[config.mk]
export PLATFORM = sky130hd
export DESIGN_NAME = wake_attach_top
export DESIGN_NICKNAME = d
export VERILOG_FILES = /design/src/pkg/wake_attach_pkg.sv /design/src/pkg/pulse_if.sv /design/src/logic/wake_attach_top.sv /design/src/logic/wake_pulse_timer.sv
export VERILOG_INCLUDE_DIRS = /design/src /design/src/pkg
export SDC_FILE = /design/constraint.sdc
export NUM_CORES = 1
export LEC_CHECK = 0
export BUFFER_PORTS_ARGS = -buffer_cell sky130_fd_sc_hd__buf_4
export CORE_MARGIN = 3
export CORE_UTILIZATION = 50
export CTS_CLUSTER_SIZE = 16
export DETAILED_ROUTE_END_ITERATION = 8
export HOLD_SLACK_MARGIN = 0.08
export PLACE_DENSITY = 0.75
export SLEW_MARGIN = 20
export SYNTH_ARGS = -nofsm -noshare
export SYNTH_HDL_FRONTEND = slang
export SYNTH_HIERARCHICAL = 1
export SYNTH_SLANG_ARGS = --single-unit
[constraint.sdc]
create_clock -name mclk -period 3.84 [get_ports mclk]
set_input_delay 0.384 -clock mclk [delete_from_list [all_inputs] [get_ports mclk]]
set_output_delay 0.384 -clock mclk [all_outputs]
set_load 0.01 [all_outputs]
[src/pkg/wake_attach_regs.svh]
/*
 * Register offsets, field positions, reset values and timing counts of the wake and attach block.
 * Assumes a 200 MHz mclk and an 8-bit register address bus.
 */
`ifndef WAKE_ATTACH_REGS_SVH
`define WAKE_ATTACH_REGS_SVH

`define REG_FLAGS        8'h00
`define REG_STATUS       8'h04
`define REG_MASK         8'h08
`define REG_CTRL         8'h0c

`define F0_MASTER        7
`define F0_FORM          6
`define F0_LEN           5
`define F0_POL           4
`define F0_PP            3
`define F0_LINK          2
`define F0_PKT           1
`define F0_EXACT         0
`define F1_ATT_PP        6
`define F1_ATT_EN        5
`define F1_ATT_POL       4
`define F1_BCAST         1
`define F1_FRAME_FILTER  0
`define F1_WRITE_MASK    8'h73

`define ST_WAKE          0
`define ST_ATTACH        1
`define CTRL_CLEAR       0

`define FLAGS_RST        8'h00

`define CLK_PERIOD_NS    5
`define PULSE_SHORT_NS   1500000
`define PULSE_LONG_NS    150000000
`define PULSE_SHORT_CYC  (`PULSE_SHORT_NS / `CLK_PERIOD_NS)
`define PULSE_LONG_CYC   (`PULSE_LONG_NS / `CLK_PERIOD_NS)
`define TIMER_W          25

`endif

[src/pkg/wake_attach_pkg.sv]
/*
 * Types of the wake and attach block.
 * Assumes wake_attach_regs.svh is on the include path.
 */
`include "wake_attach_regs.svh"
package wake_attach_pkg;
	typedef enum logic [1:0] {WAKE_IDLE, WAKE_LEVEL, WAKE_PULSE} wake_state_t;

	typedef struct packed {
		logic [`TIMER_W-1:0] cnt;
		logic                busy;
	} timer_state_t;

	typedef struct packed {
		logic [7:0]  flags0;
		logic [7:0]  flags1;
		logic        loaded;
		wake_state_t wstate;
		logic [1:0]  status;
		logic [1:0]  mask;
		logic        att_prev;
		logic        wake_o;
		logic        wake_oe;
		logic        att_o;
		logic        att_oe;
		logic        irq;
		logic [31:0] rdata;
	} top_state_t;
endpackage

[src/pkg/pulse_if.sv]
/*
 * Interface between the wake controller and its pulse timer.
 * Assumes both ends run on the same clock.
 */
`timescale 1ns/1ps
interface pulse_if;
	logic start;
	logic long_sel;
	logic busy;
	modport timer (input start, input long_sel, output busy);
	modport ctl   (output start, output long_sel, input busy);
endinterface

[src/logic/wake_attach_top.sv]
/*
 * Wake request and attach ready pin controller with a small register file and interrupt.
 * Assumes event inputs are one-cycle pulses synchronous to mclk, and the nonvolatile
 * configuration bytes are stable when reset is released.
 */
// Strobed register access and the register addresses were left to the implementer.
`timescale 1ns/1ps
`include "wake_attach_regs.svh"
module wake_attach_top #(
	parameter int unsigned PULSE_SHORT_CYC = `PULSE_SHORT_CYC,
	parameter int unsigned PULSE_LONG_CYC  = `PULSE_LONG_CYC
) (
	input  wire logic        mclk,
	input  wire logic        rst,
	input  wire logic [7:0]  addr,
	input  wire logic [31:0] wdata,
	input  wire logic        we,
	input  wire logic        re,
	output logic      [31:0] rdata,
	output logic             irq,
	input  wire logic [7:0]  nvm_flags0,
	input  wire logic [7:0]  nvm_flags1,
	input  wire logic        link_change_evt,
	input  wire logic        packet_evt,
	input  wire logic        exact_address_match_evt,
	input  wire logic        broadcast_evt,
	input  wire logic        wakeup_frame_filter_evt,
	input  wire logic        udc_ready,
	input  wire logic        hsic_mode,
	output logic             wakeup_frame_filter0_en,
	output logic             wake_request_pin_o,
	output logic             wake_request_pin_oe,
	output logic             attach_pin_o,
	output logic             attach_pin_oe
);
	wake_attach_pkg::top_state_t s_q;
	wake_attach_pkg::top_state_t s_d;

	pulse_if tmr ();

	logic [4:0] wake_src;
	logic [4:0] wake_en;
	logic       master;
	logic       wake_evt;
	logic       wake_active;
	logic       att_en;
	logic       att_active;
	logic       clear_wr;
	logic [1:0] events;
	logic [1:0] rd_clr;
	logic       start;
	logic [7:0] f0;
	logic [7:0] f1;

	wake_pulse_timer #(
		.SHORT_CYC (PULSE_SHORT_CYC),
		.LONG_CYC  (PULSE_LONG_CYC)
	) u_timer (
		.mclk (mclk),
		.rst  (rst),
		.tmr  (tmr)
	);

	function automatic logic hit(input logic [7:0] a, input logic [7:0] off);
		return a == off;
	endfunction

	// Returns {out, enable}; a disabled pin is released and open drain never drives high.
	function automatic logic [1:0] drive(input logic act, input logic pol, input logic pp, input logic en);
		logic lvl;
		lvl = act ? pol : ~pol;
		if (!en)
			return 2'b00;
		else if (pp)
			return {lvl, 1'b1};
		else
			return {1'b0, ~lvl};
	endfunction

	assign f0 = s_q.flags0;
	assign f1 = s_q.flags1;

	always_comb
	begin
		s_d = s_q;
		master = f0[`F0_MASTER];
		wake_src = {wakeup_frame_filter_evt, broadcast_evt, exact_address_match_evt, packet_evt, link_change_evt};
		wake_en = {f1[`F1_FRAME_FILTER], f1[`F1_BCAST], f0[`F0_EXACT], f0[`F0_PKT], f0[`F0_LINK]};
		wake_evt = master && |(wake_src & wake_en);
		clear_wr = we && hit(addr, `REG_CTRL) && wdata[`CTRL_CLEAR];
		start = 1'b0;
		rd_clr = 2'b00;

		case (s_q.wstate)
			wake_attach_pkg::WAKE_IDLE:
			begin
				if (wake_evt)
				begin
					if (f0[`F0_FORM])
					begin
						start = 1'b1;
						s_d.wstate = wake_attach_pkg::WAKE_PULSE;
					end
					else
						s_d.wstate = wake_attach_pkg::WAKE_LEVEL;
				end
			end
			wake_attach_pkg::WAKE_LEVEL:
			begin
				if (clear_wr || !master)
					s_d.wstate = wake_attach_pkg::WAKE_IDLE;
			end
			wake_attach_pkg::WAKE_PULSE:
			begin
				if (!tmr.busy)
					s_d.wstate = wake_attach_pkg::WAKE_IDLE;
			end
			default:
				s_d.wstate = wake_attach_pkg::WAKE_IDLE;
		endcase

		// A pulse is active only while the timer runs, so the pin holds for exactly the counted cycles.
		wake_active = (s_q.wstate == wake_attach_pkg::WAKE_LEVEL) ||
			(s_q.wstate == wake_attach_pkg::WAKE_PULSE && tmr.busy);
		{s_d.wake_o, s_d.wake_oe} = drive(wake_active, f0[`F0_POL], f0[`F0_PP], master);

		att_en = hsic_mode && f1[`F1_ATT_EN];
		att_active = att_en && udc_ready;
		{s_d.att_o, s_d.att_oe} = drive(udc_ready, f1[`F1_ATT_POL], f1[`F1_ATT_PP], att_en);
		s_d.att_prev = att_active;

		events = {att_active && !s_q.att_prev, wake_evt};
		if (re && hit(addr, `REG_STATUS))
			rd_clr = 2'b11;
		// A new event in the clearing cycle survives the read.
		s_d.status = (s_q.status & ~rd_clr) | events;

		if (we)
		begin
			if (hit(addr, `REG_FLAGS))
			begin
				s_d.flags0 = wdata[7:0];
				s_d.flags1 = wdata[15:8] & `F1_WRITE_MASK;
			end
			else if (hit(addr, `REG_MASK))
				s_d.mask = wdata[1:0];
		end

		if (!s_q.loaded)
		begin
			s_d.flags0 = nvm_flags0;
			s_d.flags1 = nvm_flags1 & `F1_WRITE_MASK;
			s_d.loaded = 1'b1;
		end

		s_d.rdata = 32'h0000_0000;
		if (re)
		begin
			if (hit(addr, `REG_FLAGS))
				s_d.rdata = {16'h0000, f1, f0};
			else if (hit(addr, `REG_STATUS))
				s_d.rdata = {30'h0000_0000, s_q.status};
			else if (hit(addr, `REG_MASK))
				s_d.rdata = {30'h0000_0000, s_q.mask};
			else if (hit(addr, `REG_CTRL))
				s_d.rdata = {29'h0000_0000, tmr.busy, att_active, wake_active};
		end

		s_d.irq = |(s_d.status & s_d.mask);
	end

	assign tmr.start = start;
	assign tmr.long_sel = f0[`F0_LEN];

	always_ff @(posedge mclk or posedge rst)
	begin
		if (rst)
			s_q <= '0;
		else
			s_q <= s_d;
	end

	assign rdata = s_q.rdata;
	assign irq = s_q.irq;
	assign wake_request_pin_o = s_q.wake_o;
	assign wake_request_pin_oe = s_q.wake_oe;
	assign attach_pin_o = s_q.att_o;
	assign attach_pin_oe = s_q.att_oe;
	assign wakeup_frame_filter0_en = f1[`F1_FRAME_FILTER];
endmodule

[src/logic/wake_pulse_timer.sv]
/*
 * One-shot timer that holds busy for a fixed number of cycles after start.
 * Assumes start is ignored while busy, so later wake events do not stretch the pulse.
 */
`timescale 1ns/1ps
`include "wake_attach_regs.svh"
module wake_pulse_timer #(
	parameter int unsigned SHORT_CYC = `PULSE_SHORT_CYC,
	parameter int unsigned LONG_CYC  = `PULSE_LONG_CYC
) (
	input  wire logic mclk,
	input  wire logic rst,
	pulse_if.timer    tmr
);
	wake_attach_pkg::timer_state_t s_q;
	wake_attach_pkg::timer_state_t s_d;

	always_comb
	begin
		s_d = s_q;
		if (tmr.start && !s_q.busy)
		begin
			s_d.busy = 1'b1;
			s_d.cnt  = tmr.long_sel ? `TIMER_W'(LONG_CYC - 1) : `TIMER_W'(SHORT_CYC - 1);
		end
		else if (s_q.busy)
		begin
			if (s_q.cnt == '0)
				s_d.busy = 1'b0;
			else
				s_d.cnt = s_q.cnt - `TIMER_W'(1);
		end
	end

	always_ff @(posedge mclk or posedge rst)
	begin
		if (rst)
			s_q <= '0;
		else
			s_q <= s_d;
	end

	assign tmr.busy = s_q.busy;
endmodule

Word level (Yosys, flattened, before mapping)
Cells that the tools add are included.
{"block": "totals", "inputBits": 67, "out_inout_bits": 38, "word_cells": 90, "ff_bits": 87}
{"block": "op_classes", "bitwise": 9, "n_eq_ne": 11, "addsub": 1, "n_reduce_logical": 23, "muxes": 31}
{"cell": "2-to-1 mux 16 bit", "n": 4}
{"cell": "2-to-1 mux 26 bit", "n": 2}
{"cell": "2-to-1 mux 25 bit", "n": 2}
{"cell": "logical NOT 25 bit", "n": 1}
{"cell": "subtractor 25 x 1 -> 25 bit (second input constant)", "n": 1}
{"cell": "2-to-1 mux 2 bit", "n": 12}
{"cell": "2-to-1 mux 17 bit", "n": 1}
{"cell": "equality test 8 x 4 -> 1 bit (second input constant)", "n": 2}
{"cell": "logical AND 1 bit", "n": 9}
{"cell": "2-to-1 mux 3 bit", "n": 3}
{"cell": "equality test 8 x 3 -> 1 bit (second input constant)", "n": 1}
{"cell": "logical NOT 8 bit", "n": 1}
{"cell": "inequality test 2 bit (second input constant)", "n": 4}
{"cell": "2-to-1 mux 1 bit", "n": 6}
{"cell": "case mux 2 bit (3 select lines)", "n": 1}
{"cell": "AND 5 bit", "n": 1}
{"cell": "OR reduction 5 bit", "n": 1}
{"cell": "AND 2 bit", "n": 2}
{"cell": "inequality test 2 x 1 -> 1 bit (second input constant)", "n": 2}
{"cell": "NOT 1 bit", "n": 4}
{"cell": "AND reduction 2 bit", "n": 2}
{"cell": "logical NOT 1 bit", "n": 3}
{"cell": "AND reduction 3 bit", "n": 1}
{"cell": "equality test 2 x 1 -> 1 bit (second input constant)", "n": 1}
{"cell": "7 further kinds", "n": 8}

Logic depth before layout (Yosys ltp)
{"block": "depth", "depth_word": 8, "depth_mapped": 9, "depth_no_buf": 8}

Modules after synthesis
The synthesis kept the hierarchy.
{"mod": "wake_attach_top", "area_each_um2": 1924.3, "cells_per_inst": 174, "instances": 1, "seq_area_each_um2": 975.9}
{"mod": "wake_pulse_timer", "area_each_um2": 1579.0, "cells_per_inst": 165, "instances": 1, "seq_area_each_um2": 650.6}

Worst setup path before layout
OpenSTA, ideal clock, no wires.
{"block": "synth_path", "path_type": "flip-flop to flip-flop", "from": "reg s_q, in the netlist f1[0]", "to": "reg u_timer/s_q[15] in the netlist's numbering", "path_stages_with_launch": 10, "t_arrival_ns": 1.854, "setup_time_ns": 0.132, "required_time_ns": 3.708, "n_path_buf": 1, "path_slack_ns": 1.855, "cell_sequence": "dfrtp_1 > a22oi_1 > a21boi_0 > nand3b_1 > nor2_1 > nor2b_1 > clkbuf_1 > nand2b_1 > o311ai_0 > nor3_1"}
{"block": "synth_via", "elab_chain_cells": 8, "elab_cells_between_ends": 10, "classes_between": "1 x eq/ne; 3 x mux; 1 x bitwise; 5 x reduce/logical"}
{"item": "from (decl)", "line": "wake_attach_top.sv:36", "text": "wake_attach_pkg::top_state_t s_q;"}
{"item": "from (signal assigned)", "line": "wake_attach_top.sv:178", "text": "s_q <= '0;"}
{"item": "from (signal assigned)", "line": "wake_attach_top.sv:180", "text": "s_q <= s_d;"}
{"item": "AND 5 bit (*)", "line": "wake_attach_top.sv:89", "text": "wake_evt = master && |(wake_src & wake_en);"}
{"item": "OR reduction 5 bit (*)", "line": "wake_attach_top.sv:89"}
{"item": "logical AND 1 bit (*)", "line": "wake_attach_top.sv:89"}
{"item": "2-to-1 mux 1 bit (*)", "line": "wake_attach_top.sv:97", "text": "if (wake_evt)"}
{"item": "2-to-1 mux 1 bit (*)", "line": "wake_attach_top.sv:94", "text": "case (s_q.wstate)"}
{"item": "via start", "line": "wake_attach_top.sv:51", "text": "logic start;"}
{"item": "logical AND 1 bit (*)", "line": "wake_pulse_timer.sv:21", "text": "if (tmr.start && !s_q.busy)"}
{"item": "inequality test 2 x 1 -> 1 bit (no source line) or nonzero test 2 bit (tied branches)"}
{"item": "AND reduction 2 bit (no source line)"}
{"item": "to (signal assigned)", "line": "wake_pulse_timer.sv:38", "text": "s_q <= '0;"}
{"item": "to (signal assigned)", "line": "wake_pulse_timer.sv:40", "text": "s_q <= s_d;"}
{"item": "to (decl)", "line": "wake_pulse_timer.sv:15", "text": "wake_attach_pkg::timer_state_t s_q;"}
Mark *: on every way through the listed nets, which the timed path passes. The rest lies on a longest branch.
A chain may end at the register's enable or synchronous reset.

Worst setup path after layout
{"block": "layout_path", "from": "reg s_q, in the netlist f0[0]", "to": "reg u_timer/s_q[13] in the netlist's numbering"}
The elaborated chain is that of the path after synthesis.

==> flow_summary.toml <==
[power_and_ir_drop]
total_power_w = 0.00198
maximum_vdd_drop_v = 0.000309
leakagePower_nw = 1.90
pwr_cell_area_nw_per_um2 = 489

[floorplanning]
initial_core_util = 0.533
design.die.area_um2 = 8050
rows = 29
floorplan.io_pins = 105
die_width_um = 89.7
die_y_um = 89.7
floorplan_core_area_um2 = 6570

[placement]
port_buffers = 63
detailedPlacementHpwl_mm = 5.60
placedInstanceArea_um2 = 3880
finalWeightedCongestion = 0.863

[clock_tree]
clockRootBuffer = "sky130_fd_sc_hd__clkbuf_8"
cts_tree = "yes"
post_cts.repair.setup_buffers = 0
cts.path.max_buffers = 2
cts.hold.buffers_added = 0
cts_htree_levels = 3
cts_resized = 0
cts.clk_slew.worst_paths_ns = 0.07
clock-sinks = 65
clock_insertion_delay_worst_skew_ns = 0.33
cts_buffers = 9

[grt]
grt_start_max_net_pins = 40
total_routing_usage_reported_by_global_routing = 0.201
global_route_wire_length_before_repair_mm = 13.1
first_global_vias = 2682
grt_antenna_before_repair = 0
global_route.overflow_total = 0

[yosys]
synth_area_um2 = 3500
library_cells_used_by_synthesis = 67
synth_area_leaders = "sky130_fd_sc_hd__dfrtp_1 46%, sky130_fd_sc_hd__buf_4 6.9%, sky130_fd_sc_hd__mux2i_1 5.4%"
proportion_of_synthesized_area_in_mux_cells = 0.0779
post_synth_and_or_nand_nor_area_fraction = 0.221
yosys.area_share.xor_xnor = 0.0100
postSynthAreaPerCell_um2 = 10.3
synthesis.yosys.warnings = 6
largest_family_of_logic_cells_by_synthesized_area = "simple AND/OR/NAND/NOR gates"
yosys.area.top_type_share = 0.464
synth_area_in_adders = 0.00714
yosysTopAreaCell = "sky130_fd_sc_hd__dfrtp_1"
ys_async_sr_fraction = 1.00
synth_seq_cells = 65
complex_gate_fraction_of_the_synthesized_area = 0.125
synth-main-ff-cell = "sky130_fd_sc_hd__dfrtp_1"
synth_seq_area_share = 0.464
synth-edff-count = 0
netlist_instances = 339

[cells_and_area]
finalInstanceArea_um2 = 4050
post-route-util = 0.617
area.growth.synth_to_final_pct = 15.6
regArea_um2 = 1630
antenna_cells_inserted = 0
total_area_of_multi_input_combinational_cells_um2 = 1620
post_route_cells_drive_above_1_share = 0.263
number_of_filler_cells_placed_in_the_layout = 549
finish.net_count = 459

[run]
maxCapViolCount = 0

[sta]
time_the_worst_path_needs_with_i_o_delays_and_setup_ns = 2.42
timing_hold_violations_final = 0
rsz_0062_raised_after_global_routing = "no"
setup_viol = 0
relSlewSlack = 0.342
worst_slack_on_hold_paths_ns = 0.175
timing.fmax_mhz = 413
timing.setup.tns_ns = 0
final_min_period_over_clock_period = 0.630
skew_ns = 0.00525
slew_violations = 0
max_slew.worst_pin.slew_ns = 0.987

[setup_path]
path_delay_family = "simple AND/OR/NAND/NOR gates"
cpMostUsedCell = "sky130_fd_sc_hd__nand2_1"
worstPathArrival_ns = 2.64
crit_buf_inv = 0
end_kind = "flop"
cp_slowest_cell = "sky130_fd_sc_hd__dfrtp_1"
cp_cell_sequence = "a22oi_1 > a21boi_0 > nand3b_1 > nor2_1 > nand2_1 > nand2_1 > a21oi_1 > a211o_1"
cp.required_ns = 4.06
cp_slowest_stage_delay_ns = 0.40
path_type_of_the_worst_setup_path = "flop to flop"
cp-start-kind = "flop"
cp_max_fo = 13

[routing]
remaining_drc_errors = 0
detail_route.iter0.violations = 195
drt-pass1-iter-count = 4
drt-vias-per-instance = 5.58
antenna_left = 0
finalWirelength_mm = 7.76
total_number_of_vias = 2721
routed_length_per_instance_um = 15.9

[status]
run_status = "finished clean"

[worst_hold_path]
hp-class = "input pin to async pin"
per-layer routing:
layer,GRT usage,up-vias,routed length (um)
met5,0,-,0
met4,0.0779,0,101
met3,0.0401,10,455
met2,0.322,98,3860
met1,0.269,1323,3340
li1,-,1290,-
worst register-to-register path, delay by kind of cell, from the launching register on:
kind,cells,cell delay [ns]
flops,1,0.40
compound gates,4,0.80
simple gates,4,1.11
final timing paths:
path	start	end	slack, ns	depth (start not counted)
max in group asynchronous	rst	u_timer/s_q[13]	2.95	2
hold / removal	rst	f0[5]	0.18	3
hold reg to reg	s_q[43]	s_q[42]	0.48	1
setup reg to reg	f0[0]	u_timer/s_q[13]	1.42	8
min in group mclk	nvm_flags1[1]	f1[1]	0.29	3
setup / recovery	f0[0]	u_timer/s_q[13]	1.42	8
logic make-up after synthesis:
| family | Yosys count |
|---|---|
| AOI/OAI and AO/OA | 61 |
| muxes | 24 |
| and+or+nand+nor | 131 |
| buffers and inverters | 50 |
| DFF | 65 |
| adders and majority gates | 2 |
| xor gates and xnor gates | 4 |
| other | 2 |
area by class of cell:
cell class	count	share of cell area
Tap cell	93	0.0287
Clock inverter	4	0.00711
Timing Repair Buffer	65	0.120
Sequential cell	65	0.402
Multi-Input combinational cell	242	0.400
Inverter	7	0.00649
Clock buffer	12	0.0358
report_power, final:
group / leakage (nW) / internal (W) / total [W] / switching [W]
Clock: 0.0826 / 0.000252 / 0.000515 / 0.000263
Sequential: 0.780 / 0.000832 / 0.00103 / 0.000201
Combinational: 1.04 / 0.000223 / 0.000433 / 0.000210
stage by stage:
step / cells / worst slack, ns
2_1_floorplan: 357 / 1.85
3_3_place_gp: 472 / 1.39
3_5_place_dp: 472 / 1.36
4_1_cts: 488 / 1.39
5_1_grt: 488 / 1.17
6_report: 488 / 1.42
Yosys cell counts, types with 2 or more instances:
cell                       number
sky130_fd_sc_hd__a211oi_1       2
sky130_fd_sc_hd__a21oi_1       23
sky130_fd_sc_hd__a22oi_1        2
sky130_fd_sc_hd__a31oi_1        2
sky130_fd_sc_hd__and2_1        10
sky130_fd_sc_hd__and3_1         2
sky130_fd_sc_hd__buf_4         32
sky130_fd_sc_hd__buf_6          2
sky130_fd_sc_hd__clkbuf_1       6
sky130_fd_sc_hd__conb_1         2
sky130_fd_sc_hd__dfrtp_1       65
sky130_fd_sc_hd__ha_1           2
sky130_fd_sc_hd__inv_1          7
sky130_fd_sc_hd__mux2_2         2
sky130_fd_sc_hd__mux2i_1       19
sky130_fd_sc_hd__mux4_2         2
sky130_fd_sc_hd__nand2_1       21
sky130_fd_sc_hd__nand3_1       10
sky130_fd_sc_hd__nand3_2        2
sky130_fd_sc_hd__nand3b_1       3
sky130_fd_sc_hd__nand4_1        2
sky130_fd_sc_hd__nand4_2        3
sky130_fd_sc_hd__nand4b_1       2
sky130_fd_sc_hd__nor2_1        37
sky130_fd_sc_hd__nor2b_1        4
sky130_fd_sc_hd__nor3_1         8
sky130_fd_sc_hd__nor3b_1        2
sky130_fd_sc_hd__nor4_1         6
sky130_fd_sc_hd__nor4_4         3
sky130_fd_sc_hd__nor4b_1        2
sky130_fd_sc_hd__o211ai_1       4
sky130_fd_sc_hd__o311ai_0       6
sky130_fd_sc_hd__o31ai_1        4
sky130_fd_sc_hd__o41ai_1        2
sky130_fd_sc_hd__or3_1          3
sky130_fd_sc_hd__or4_1          2
sky130_fd_sc_hd__xnor2_1        2
sky130_fd_sc_hd__xor2_1         2
registers in the layout, indices dropped and copies added (netlist names), 5 cells and up:
register     count
s_q              8
u_timer/s_q     25
f1               5
f0               8
rdata           13
layout by cell type (no fill, tap or decap), types with 3 or more instances in the layout:
cell type,count
sky130_fd_sc_hd__dfrtp_1,65
sky130_fd_sc_hd__buf_4,65
sky130_fd_sc_hd__nor2_1,37
sky130_fd_sc_hd__a21oi_1,23
sky130_fd_sc_hd__nand2_1,21
sky130_fd_sc_hd__conb_1,20
sky130_fd_sc_hd__mux2i_1,19
sky130_fd_sc_hd__nand3_1,10
sky130_fd_sc_hd__and2_1,10
sky130_fd_sc_hd__clkbuf_8,10
sky130_fd_sc_hd__nor3_1,8
sky130_fd_sc_hd__inv_1,7
sky130_fd_sc_hd__nor4_1,6
sky130_fd_sc_hd__o311ai_0,6
sky130_fd_sc_hd__nor2b_1,4
sky130_fd_sc_hd__o211ai_1,4
sky130_fd_sc_hd__o31ai_1,4
sky130_fd_sc_hd__nor4_4,3
sky130_fd_sc_hd__nand3b_1,3
sky130_fd_sc_hd__nand4_2,3
sky130_fd_sc_hd__or3_1,3
Power figures use the tool's default switching activity.
